<file path="src/core/srt_pkg.sv">
package srt_pkg;

    // ----------------------------------------------------------------
    // widths
    // ----------------------------------------------------------------
    localparam int unsigned SRT_CNT_W = 16;
    localparam int unsigned SRT_DAT_W = 32;
    localparam int unsigned SRT_ADR_W = 8;
    localparam int unsigned SRT_PSC_W = 8;

    // ----------------------------------------------------------------
    // register byte offsets
    // ----------------------------------------------------------------
    localparam logic [7:0] SRT_OFS_CTRL = 8'h00;
    localparam logic [7:0] SRT_OFS_COUNT = 8'h04;
    localparam logic [7:0] SRT_OFS_PERIOD = 8'h08;
    localparam logic [7:0] SRT_OFS_STATUS = 8'h0c;
    localparam logic [7:0] SRT_OFS_MASK = 8'h10;
    localparam logic [7:0] SRT_OFS_CFG = 8'h14;

    // ----------------------------------------------------------------
    // field positions
    // ----------------------------------------------------------------
    localparam int unsigned SRT_BIT_RUN = 15;
    localparam int unsigned SRT_BIT_IDLE_HALT = 13;
    localparam int unsigned SRT_BIT_GATE = 6;
    localparam int unsigned SRT_BIT_PSC_HI = 5;
    localparam int unsigned SRT_BIT_PSC_LO = 4;
    localparam int unsigned SRT_BIT_SYNC = 2;
    localparam int unsigned SRT_BIT_SRC = 1;
    localparam int unsigned SRT_BIT_LPOSC = 0;
    localparam int unsigned SRT_BIT_EVT = 0;

    // ----------------------------------------------------------------
    // reset values
    // ----------------------------------------------------------------
    localparam logic [15:0] SRT_CTRL_RST = 16'h0000;
    localparam logic [15:0] SRT_COUNT_RST = 16'h0000;
    localparam logic [15:0] SRT_PERIOD_RST = 16'hffff;

    // ----------------------------------------------------------------
    // prescale codes and terminal counts
    // ----------------------------------------------------------------
    localparam logic [1:0] SRT_PSC_DIV1 = 2'h0;
    localparam logic [1:0] SRT_PSC_DIV8 = 2'h1;
    localparam logic [1:0] SRT_PSC_DIV64 = 2'h2;
    localparam logic [1:0] SRT_PSC_DIV256 = 2'h3;
    localparam logic [7:0] SRT_LAST_DIV1 = 8'h00;
    localparam logic [7:0] SRT_LAST_DIV8 = 8'h07;
    localparam logic [7:0] SRT_LAST_DIV64 = 8'h3f;
    localparam logic [7:0] SRT_LAST_DIV256 = 8'hff;

    // ----------------------------------------------------------------
    // operating modes
    // ----------------------------------------------------------------
    typedef enum logic [1:0] {
        SRT_MODE_TIMER,
        SRT_MODE_GATED,
        SRT_MODE_SYNC_CNT,
        SRT_MODE_ASYNC_CNT
    } srt_mode_e;

endpackage

</file>
<file path="src/core/srt_psc_if.sv">
// ----------------------------------------------------------------
// link between timer core and its prescaler
// ----------------------------------------------------------------
interface srt_psc_if;
    logic tick_in;
    logic [1:0] ratio;
    logic clear;
    logic tick_out;

    modport ctl
    (
        output tick_in,
        output ratio,
        output clear,
        input tick_out
    );

    modport psc
    (
        input tick_in,
        input ratio,
        input clear,
        output tick_out
    );
endinterface

</file>
<file path="src/core/srt_prescaler.sv">
module srt_prescaler
(
    // clock and reset
    input wire logic clk_i,
    input wire logic rst_i,
    // tick link
    srt_psc_if.psc psc
);
    import srt_pkg::*;

    typedef struct packed {
        logic [SRT_PSC_W-1:0] div_cnt;
        logic tick;
    } srt_psc_s;

    srt_psc_s st_ff;
    srt_psc_s nxt_st;
    logic [SRT_PSC_W-1:0] last_cnt;

    // ----------------------------------------------------------------
    // ratio decode and divider
    // ----------------------------------------------------------------
    always_comb
    begin
        nxt_st = st_ff;
        nxt_st.tick = 1'b0;
        case (psc.ratio)
            SRT_PSC_DIV1: last_cnt = SRT_LAST_DIV1;
            SRT_PSC_DIV8: last_cnt = SRT_LAST_DIV8;
            SRT_PSC_DIV64: last_cnt = SRT_LAST_DIV64;
            SRT_PSC_DIV256: last_cnt = SRT_LAST_DIV256;
            default: last_cnt = SRT_LAST_DIV1;
        endcase
        if (psc.clear)
        begin
            nxt_st.div_cnt = '0;
        end
        else if (psc.tick_in)
        begin
            if (st_ff.div_cnt >= last_cnt)
            begin
                nxt_st.div_cnt = '0;
                nxt_st.tick = 1'b1;
            end
            else
            begin
                nxt_st.div_cnt = st_ff.div_cnt + 8'h01;
            end
        end
    end

    // state register
    always_ff @(posedge clk_i)
    begin
        if (rst_i)
        begin
            st_ff <= '0;
        end
        else
        begin
            st_ff <= nxt_st;
        end
    end

    assign psc.tick_out = st_ff.tick;
endmodule

</file>
<file path="src/core/srt_timer.sv">
// Local design decisions: the Wishbone slave port and the register addresses.
module srt_timer
(
    // clock and reset
    input wire logic clk_i,
    input wire logic rst_i,
    // wishbone slave
    input wire logic wb_cyc_i,
    input wire logic wb_stb_i,
    input wire logic wb_we_i,
    input wire logic [srt_pkg::SRT_ADR_W-1:0] wb_adr_i,
    input wire logic [3:0] wb_sel_i,
    input wire logic [srt_pkg::SRT_DAT_W-1:0] wb_dat_i,
    output logic [srt_pkg::SRT_DAT_W-1:0] wb_dat_o,
    output logic wb_ack_o,
    // timer inputs
    input wire logic external_count_clock_pin_i,
    input wire logic lp_osc_i,
    input wire logic gate_i,
    input wire logic chip_idle_i,
    // timer outputs
    output logic [srt_pkg::SRT_CNT_W-1:0] count_o,
    output logic timer_event_o,
    output logic irq_o
);
    import srt_pkg::*;

    // ----------------------------------------------------------------
    // state
    // ----------------------------------------------------------------
    typedef struct packed {
        logic count_run_enable;
        logic halt_in_idle;
        logic gate_accumulate_enable;
        logic [1:0] prescale_select;
        logic ext_clock_sync_select;
        logic clock_source_select;
        logic lp_osc_select;
        logic [SRT_CNT_W-1:0] count;
        logic [SRT_CNT_W-1:0] period;
        logic evt_status;
        logic evt_mask;
        logic ext_prev;
        logic [1:0] resync;
        logic evt_pulse;
        logic ack;
        logic [SRT_DAT_W-1:0] rdata;
    } srt_state_s;

    srt_state_s st_ff;
    srt_state_s nxt_st;

    srt_psc_if psc_link ();

    srt_mode_e mode;
    logic running;
    logic ext_level;
    logic ext_rise;
    logic src_tick;
    logic cnt_tick;
    logic access;
    logic wr_acc;
    logic rd_acc;
    logic sel_lo;
    logic sel_hi;
    logic hit_ctrl;
    logic hit_count;
    logic hit_period;
    logic hit_status;
    logic hit_mask;
    logic hit_cfg;
    logic [15:0] ctrl_view;
    logic [SRT_DAT_W-1:0] rd_mux;

    // ----------------------------------------------------------------
    // byte-lane merge for 16-bit registers
    // ----------------------------------------------------------------
    function automatic logic [15:0] merge16
    (
        input logic [15:0] old_val,
        input logic [15:0] new_val,
        input logic lo_en,
        input logic hi_en
    );
        logic [15:0] res;
        res = old_val;
        if (lo_en)
        begin
            res[7:0] = new_val[7:0];
        end
        if (hi_en)
        begin
            res[15:8] = new_val[15:8];
        end
        return res;
    endfunction

    // ----------------------------------------------------------------
    // mode decode
    // ----------------------------------------------------------------
    // internal source ignores sync, external source ignores gate
    always_comb
    begin
        if (!st_ff.clock_source_select)
        begin
            mode = st_ff.gate_accumulate_enable ? SRT_MODE_GATED
                                                : SRT_MODE_TIMER;
        end
        else
        begin
            mode = st_ff.ext_clock_sync_select ? SRT_MODE_SYNC_CNT
                                               : SRT_MODE_ASYNC_CNT;
        end
    end

    // run unless stopped or idle-halted
    assign running = st_ff.count_run_enable
                     && !(st_ff.halt_in_idle && chip_idle_i);

    // external path: pin or low-power oscillator, rising edges only
    assign ext_level = st_ff.lp_osc_select ? lp_osc_i
                                           : external_count_clock_pin_i;
    assign ext_rise = ext_level && !st_ff.ext_prev;

    // ----------------------------------------------------------------
    // clock source selection
    // ----------------------------------------------------------------
    always_comb
    begin
        case (mode)
            SRT_MODE_TIMER: src_tick = 1'b1;
            SRT_MODE_GATED: src_tick = gate_i;
            SRT_MODE_SYNC_CNT: src_tick = ext_rise;
            SRT_MODE_ASYNC_CNT: src_tick = ext_rise;
            default: src_tick = 1'b0;
        endcase
    end

    // prescaler link
    assign psc_link.tick_in = src_tick && running;
    assign psc_link.ratio = st_ff.prescale_select;
    assign psc_link.clear = wr_acc && (hit_ctrl || hit_count);

    srt_prescaler u_prescaler
    (
        .clk_i(clk_i),
        .rst_i(rst_i),
        .psc(psc_link)
    );

    // sync mode takes the resynchronised prescaler output, async does not
    assign cnt_tick = running
                      && ((mode == SRT_MODE_SYNC_CNT) ? st_ff.resync[1]
                                                      : psc_link.tick_out);

    // ----------------------------------------------------------------
    // bus decode
    // ----------------------------------------------------------------
    assign access = wb_cyc_i && wb_stb_i && !st_ff.ack;
    assign wr_acc = access && wb_we_i;
    assign rd_acc = access && !wb_we_i;
    assign sel_lo = wb_sel_i[0];
    assign sel_hi = wb_sel_i[1];
    assign hit_ctrl = (wb_adr_i == SRT_OFS_CTRL);
    assign hit_count = (wb_adr_i == SRT_OFS_COUNT);
    assign hit_period = (wb_adr_i == SRT_OFS_PERIOD);
    assign hit_status = (wb_adr_i == SRT_OFS_STATUS);
    assign hit_mask = (wb_adr_i == SRT_OFS_MASK);
    assign hit_cfg = (wb_adr_i == SRT_OFS_CFG);

    // control view, unimplemented bits tied low
    always_comb
    begin
        ctrl_view = 16'h0000;
        ctrl_view[SRT_BIT_RUN] = st_ff.count_run_enable;
        ctrl_view[SRT_BIT_IDLE_HALT] = st_ff.halt_in_idle;
        ctrl_view[SRT_BIT_GATE] = st_ff.gate_accumulate_enable;
        ctrl_view[SRT_BIT_PSC_HI:SRT_BIT_PSC_LO] = st_ff.prescale_select;
        ctrl_view[SRT_BIT_SYNC] = st_ff.ext_clock_sync_select;
        ctrl_view[SRT_BIT_SRC] = st_ff.clock_source_select;
    end

    // read multiplexer, unmapped reads zero
    always_comb
    begin
        rd_mux = 32'h0000_0000;
        if (hit_ctrl)
        begin
            rd_mux[15:0] = ctrl_view;
        end
        else if (hit_count)
        begin
            rd_mux[15:0] = st_ff.count;
        end
        else if (hit_period)
        begin
            rd_mux[15:0] = st_ff.period;
        end
        else if (hit_status)
        begin
            rd_mux[SRT_BIT_EVT] = st_ff.evt_status;
        end
        else if (hit_mask)
        begin
            rd_mux[SRT_BIT_EVT] = st_ff.evt_mask;
        end
        else if (hit_cfg)
        begin
            rd_mux[SRT_BIT_LPOSC] = st_ff.lp_osc_select;
        end
    end

    // ----------------------------------------------------------------
    // next state
    // ----------------------------------------------------------------
    always_comb
    begin
        nxt_st = st_ff;
        nxt_st.ext_prev = ext_level;
        nxt_st.resync[0] = psc_link.tick_out;
        nxt_st.resync[1] = st_ff.resync[0];
        nxt_st.evt_pulse = 1'b0;
        nxt_st.ack = access;
        if (access)
        begin
            nxt_st.rdata = rd_mux;
        end

        // count advance and period match
        if (cnt_tick)
        begin
            if (st_ff.count == st_ff.period)
            begin
                nxt_st.count = '0;
                nxt_st.evt_pulse = 1'b1;
            end
            else
            begin
                nxt_st.count = st_ff.count + 16'h0001;
            end
        end

        // register writes; software write to count wins over a tick
        if (wr_acc && hit_ctrl)
        begin
            if (sel_hi)
            begin
                nxt_st.count_run_enable = wb_dat_i[SRT_BIT_RUN];
                nxt_st.halt_in_idle = wb_dat_i[SRT_BIT_IDLE_HALT];
            end
            if (sel_lo)
            begin
                nxt_st.gate_accumulate_enable = wb_dat_i[SRT_BIT_GATE];
                nxt_st.prescale_select =
                    wb_dat_i[SRT_BIT_PSC_HI:SRT_BIT_PSC_LO];
                nxt_st.ext_clock_sync_select = wb_dat_i[SRT_BIT_SYNC];
                nxt_st.clock_source_select = wb_dat_i[SRT_BIT_SRC];
            end
        end
        if (wr_acc && hit_count)
        begin
            nxt_st.count = merge16(st_ff.count, wb_dat_i[15:0],
                                   sel_lo, sel_hi);
        end
        if (wr_acc && hit_period)
        begin
            nxt_st.period = merge16(st_ff.period, wb_dat_i[15:0],
                                    sel_lo, sel_hi);
        end
        if (wr_acc && hit_mask && sel_lo)
        begin
            nxt_st.evt_mask = wb_dat_i[SRT_BIT_EVT];
        end
        if (wr_acc && hit_cfg && sel_lo)
        begin
            nxt_st.lp_osc_select = wb_dat_i[SRT_BIT_LPOSC];
        end

        // sticky status: read clears, a new event wins
        if (rd_acc && hit_status)
        begin
            nxt_st.evt_status = 1'b0;
        end
        if (nxt_st.evt_pulse)
        begin
            nxt_st.evt_status = 1'b1;
        end
    end

    // ----------------------------------------------------------------
    // state register
    // ----------------------------------------------------------------
    always_ff @(posedge clk_i)
    begin
        if (rst_i)
        begin
            st_ff <= '0;
            st_ff.count <= SRT_COUNT_RST;
            st_ff.period <= SRT_PERIOD_RST;
            st_ff.count_run_enable <= SRT_CTRL_RST[SRT_BIT_RUN];
            st_ff.prescale_select <=
                SRT_CTRL_RST[SRT_BIT_PSC_HI:SRT_BIT_PSC_LO];
        end
        else
        begin
            st_ff <= nxt_st;
        end
    end

    // ----------------------------------------------------------------
    // outputs
    // ----------------------------------------------------------------
    assign wb_ack_o = st_ff.ack;
    assign wb_dat_o = st_ff.rdata;
    assign count_o = st_ff.count;
    assign timer_event_o = st_ff.evt_pulse;
    assign irq_o = st_ff.evt_status && st_ff.evt_mask;
endmodule

</file>
<file path="config.mk">
export PLATFORM = sky130hd
export DESIGN_NAME = srt_timer
export DESIGN_NICKNAME = d
export VERILOG_FILES = /design/src/core/srt_pkg.sv /design/src/core/srt_psc_if.sv /design/src/core/srt_prescaler.sv /design/src/core/srt_timer.sv
export SDC_FILE = /design/constraint.sdc
export NUM_CORES = 1
export LEC_CHECK = 0
export ABC_AREA = 1
export BUFFER_PORTS_ARGS = -buffer_cell sky130_fd_sc_hd__buf_2
export CAP_MARGIN = 20
export CORE_MARGIN = 4
export CORE_UTILIZATION = 35
export DETAILED_ROUTE_END_ITERATION = 12
export GPL_ROUTABILITY_DRIVEN = 1
export MAX_ROUTING_LAYER = met4
export PLACE_DENSITY_LB_ADDON = 0.3
export SYNTH_ARGS = -nofsm -noshare
export SYNTH_HDL_FRONTEND = slang
export SYNTH_SLANG_ARGS = --single-unit
</file>
<file path="constraint.sdc">
create_clock -name clk_i -period 2.1 [get_ports clk_i]
set_clock_uncertainty 0.05 [all_clocks]
set_input_delay 0.42 -clock clk_i [delete_from_list [all_inputs] [get_ports clk_i]]
set_output_delay 0.42 -clock clk_i [all_outputs]
set_load 0.05 [all_outputs]
</file>
; ---- Word-level counts from Yosys, hierarchy flattened
; Cells that the tools add are included.
[totals]
reg_bits = 72
in_bits = 53
out_inout_bits = 51
[classes]
bitwise = 1
n_mux = 25
eq_ne = 14
reduce_logical = 38
add_sub_neg = 2
n_lt_le_gt_ge = 1
[op_table]
columns = operator, count
row1 = 2-to-1 mux 16 bit, 5
row2 = case mux 8 bit (4 select lines), 1
row3 = 2-to-1 mux 8 bit, 3
row4 = logical AND 1 bit, 19
row5 = adder 16 x 1 -> 16 bit (second input constant), 1
row6 = equality test 16 bit, 1
row7 = equality test 8 x 4 -> 1 bit (second input constant), 2
row8 = equality test 8 x 5 -> 1 bit (second input constant), 2
row9 = 2-to-1 mux 15 bit, 1
row10 = 2-to-1 mux 1 bit, 13
row11 = AND reduction 2 bit, 6
row12 = adder 8 x 1 -> 8 bit (second input constant), 1
row13 = equality test 2 bit (second input constant), 4
row14 = equality test 8 x 3 -> 1 bit (second input constant), 1
row15 = >= comparator 8 bit, 1
row16 = zero test 8 bit, 1
row17 = equality test 2 x 1 -> 1 bit (second input constant), 2
row18 = zero test 1 bit, 4
row19 = zero test 2 bit, 2
row20 = != test 2 bit (second input constant), 2
row21 = nonzero test 2 bit, 2
row22 = OR reduction 2 bit, 2
row23 = case mux 1 bit (3 select lines), 1
row24 = OR reduction 3 bit, 1
row25 = 3 further kinds, 3

; ---- Longest topological paths before layout
[depth]
word_depth = 8
ltp_mapped = 11
ltp_nobuf = 11

; ---- Cells and area by module
; From an unflattened synthesis, not the netlist that was laid out.
[hier_totals]
hier_cells = 665
area_unflattened_um2 = 4471.8
[by_module_without_submodules]
columns = mod, area_per_inst_um2, seq_area_each_um2, cells_per_inst, instances
row1 = srt_timer, 3923.8, 1261.2, 592, 1
row2 = srt_prescaler, 548.0, 180.2, 73, 1

; ---- Worst setup path before layout
; Ideal clock, no wire load.
[synth_timing]
kind = reg-to-reg
from = register st_ff (netlist bit wb_ack_o)
to = register st_ff (netlist bit wb_dat_o[13])
period_less_slack_ns = 1.655
path_slack_ns = 0.445
n_path_buf = 2
setup_time_ns = 0.124
t_arrival_ns = 1.481
stages_incl_launch_ff = 8
cell_sequence = dfxtp_1 > inv_1 > nand3_2 > buf_2 > inv_1 > buf_2 > o21ai_0 > a31oi_1
[synth_between]
elab_chain_len = 2
[synth_lines]
columns = element, line
row1 = "start, declared", srt_timer.sv:50  ; srt_state_s st_ff;
row2 = "start signal, assigned", srt_timer.sv:306  ; st_ff <= nxt_st;
row3 = zero test 1 bit, srt_timer.sv:159  ; assign access = wb_cyc_i && wb_stb_i && !st_ff.ack;
row4 = logical AND 1 bit, srt_timer.sv:159
; No other way between the ends.
; A chain may end at the register's enable or synchronous reset.

; ---- Worst setup path after layout
[layout_timing]
from = register st_ff (netlist bit count_o[4])
to = register st_ff (netlist bit count_o[6])
[layout_between]
elab_chain_len = 4
elab_cells_between_ends = 5
[layout_lines]
columns = element, line
row1 = adder 16 x 1 -> 16 bit / equality test 16 bit (equally long branches), "srt_timer.sv:239, srt_timer.sv:232"
row2 = 2-to-1 mux 16 bit *, srt_timer.sv:232  ; if (st_ff.count == st_ff.period)
row3 = 2-to-1 mux 16 bit *, srt_timer.sv:230  ; if (cnt_tick)
row4 = 2-to-1 mux 16 bit *, srt_timer.sv:260  ; if (wr_acc && hit_count)
; Mark *: on every way between the ends. The rest lies on a longest branch, timed or not. The select of a mux whose other input is x is not followed.

==> flow_summary_export.csv <==
group,metric,value,unit
placement,port_buffers,69,
worst_setup_path,path_max_fanout,18,
synth,seq_area_frac_synth,0.3121,
grt,grt_pass1_vias,4002,
routing,wl,12350,um
placement,dp_hpwl,9322,um
clocking,clk_latency,330,ps
power,fin_total_pwr,3400,uW
min_path,hp-class,"in2reg",
layout,layout-drive-gt1-share,0.1651,
worst_setup_path,critPathRequiredTime,2270,ps
layout,diodes,0,
layout,final_common_cell,"nand2_1",
layout,multi_input_area,0.002410,mm2
worst_setup_path,crit_path_cell_trace,"inv_1 > nand2_1 > nand2_1 > nor2_1 > nand2_1 > nor2_1 > nand2_2 > nand3_1 > a21oi_1",
layout,final_cell_mix,"nand2_1 (176), inv_1 (86), dfxtp_1 (72), buf_2 (69), nor2_1 (65)",
synth,yosys_register_bits,72,
sta,setup_tns,0,ps
floorplanning,die_w,122.9,um
floorplanning,rows,41,
routing,drc,0,
clocking,cts_tree,"yes",
worst_setup_path,slowest_delay,480,ps
routing,first_pass_iters,5,
sta,finalSetupViolations,0,
grt,grt_use_total,0.1731,
layout,areaGrowthSynthToFinish,13.57,%
sta,rsz0062_at_grt,"false",
clocking,clk_pin_slew_worst_paths,60,ps
floorplanning,io_pins,104,
routing,via_count,4351,
sta,hold_violations,0,
worst_setup_path,cpMostUsedCell,"nand2_1",
worst_setup_path,slowest_stage,"dfxtp_1",
clocking,htreeDepth,3,
worst_setup_path,path_class,"reg2reg",
clocking,cts_root_buf,"clkbuf_16",
power,powerDensity,648.2,mW/mm2
placement,gp_congestion,0.8719,
floorplanning,core,0.01277,mm2
synth,yosysUniqueCellTypes,32,
clocking,cts_setup_buffers,0,
layout,n_fill_cell,1381,
status,status,"complete, no violations",
worst_setup_path,crit_buf_inv,1,
sta,fin_crit,1820,ps
layout,nets,808,
routing,drt_iter0_drc,249,
clocking,cts_buffer_depth,2,
clocking,cts.sinks,72,
grt,grt_max_degree,29,
sta,maxSlewViolCount,0,
synth,yosysTopAreaCell,"dfxtp_1",
floorplanning,start_util,0.3615,
routing,viasPerCell,4.714,
worst_setup_path,cp-end-kind,"register",
grt,grt_overflow,0,
sta,clock.fmax,0.5495,GHz
floorplanning,die_h,122.9,um
worst_setup_path,crit_path_start_kind,"register",
power,leakagePower,0.002621,uW
worst_setup_path,critical-path-top-delay-family,"simple AND/OR/NAND/NOR gates",
clocking,cts_inserted_buffers,9,
routing,wl_per_cell,13.38,um
synth,synth_top_area_frac,0.3121,
clocking,ctsResizeCount,0,
layout,register_area,0.001441,mm2
clocking,cts_hold_buf,0,
synth,ys_warn_count,0,
synth,syn_inst,704,
routing,antenna_left,0,
synth,syn_area,0.004618,mm2
grt,grt_first_pass_wirelength,19960,um
worst_setup_path,arrival,1990,ps
synth,yosys-top-cells-area,"dfxtp_1 (31%), nand2_1 (14%), buf_4 (8.1%), inv_1 (7.0%), a21oi_1 (6.2%)",
run,cap_viol_max_count,0,
power,ir_drop,0.3627,mV
floorplanning,fp.dieArea,0.01510,mm2
sta,fin_crit_sh,0.8666,
grt,antenna_found_initial,0,
synth,synth_area_per_cell,6.560,um2
## state kept, by name, summed over array words and instances (netlist names)
name / flops
st_ff: 21
count_o: 16
wb_dat_o: 16
u_prescaler.st_ff: 8
ctrl_view: 5
psc_link.ratio: 2
nxt_st: 1
timer_event_o: 1
u_prescaler.psc.tick_out: 1
wb_ack_o: 1
## per-layer routing
| layer | GRT usage | part of all wire | up-vias |
|---|---|---|---|
| met2 | 0.2422 | 0.41 | 125 |
| met4 | 0.05108 | 0.015 | 0 |
| li1 | - | - | 2283 |
| met5 | - | 0 | - |
| met1 | 0.2528 | 0.51 | 1930 |
| met3 | 0.03088 | 0.061 | 13 |
## final cells by class
type / count / share of cell area
Clock buffer: 12 / 0.04699
Clock inverter: 3 / 0.01718
Inverter: 89 / 0.06369
Multi-Input combinational cell: 486 / 0.4594
Sequential cell: 72 / 0.2748
Tap cell: 172 / 0.04103
Timing Repair Buffer: 89 / 0.09685
## metrics by stage
stage                     std cells  hold WS (ps)    util  worst slack [ps]  cell area (um2)
after floorplan                 719         338.3       -             445.2             4674
after global placement          908         338.8  0.3843             173.9             4908
after detailed placement        908         345.2  0.3843             171.1             4908
after CTS                       923         321.8  0.4106             282.1             5245
after global routing            923         340.8  0.4106             114.4             5245
final                           923         328.6  0.4106             280.2             5245
## Yosys cell counts (all sizes together)
| cell | number |
|---|---|
| o22ai | 2 |
| o21ai | 31 |
| nor4 | 3 |
| ha | 8 |
| conb | 1 |
| a21oi | 57 |
| o21a | 1 |
| o211ai | 14 |
| inv | 89 |
| clkbuf | 5 |
| nor3 | 4 |
| xor2 | 14 |
| xnor2 | 2 |
| nand3 | 61 |
| a31oi | 9 |
| buf | 67 |
| nand4 | 8 |
| nand2 | 182 |
| dfxtp | 72 |
| nor2 | 74 |
## cell families (layout without fill, tap and decap cells)
kind of cell | Yosys count | after routing | synth area share
AOI/OAI and AO/OA | 114 | 114 | 0.1347
xor gates and xnor gates | 16 | 16 | 0.03035
adders and majority gates | 8 | 8 | 0.02168
buffers and inverters | 161 | 193 | 0.1783
DFF | 72 | 72 | 0.3121
other | 1 | 16 | 0.0008120
and+or+nand+nor | 332 | 332 | 0.3221
## power breakdown
| group | internal (uW) | switching (uW) |
|---|---|---|
| registers | 1380 | 5.29 |
| clock network | 1190 | 578 |
| logic | 56.0 | 196 |
| total | 2620 | 780 |
## final timing paths
path,start,depth (start not counted),slack (ps),endpoint
hold reg to reg,nxt_st[35],2,350,st_ff[35]
setup reg to reg,count_o[4],9,280,count_o[6]
hold / removal,wb_dat_i[4],3,330,psc_link.ratio[0]
setup / recovery,count_o[4],9,280,count_o[6]
## tightest hold or removal path, cell delays in order
cell	delay (ps)
buf_2	110
inv_1	70
a21oi_1	60
Note: power is estimated with default switching activity, not from simulation.
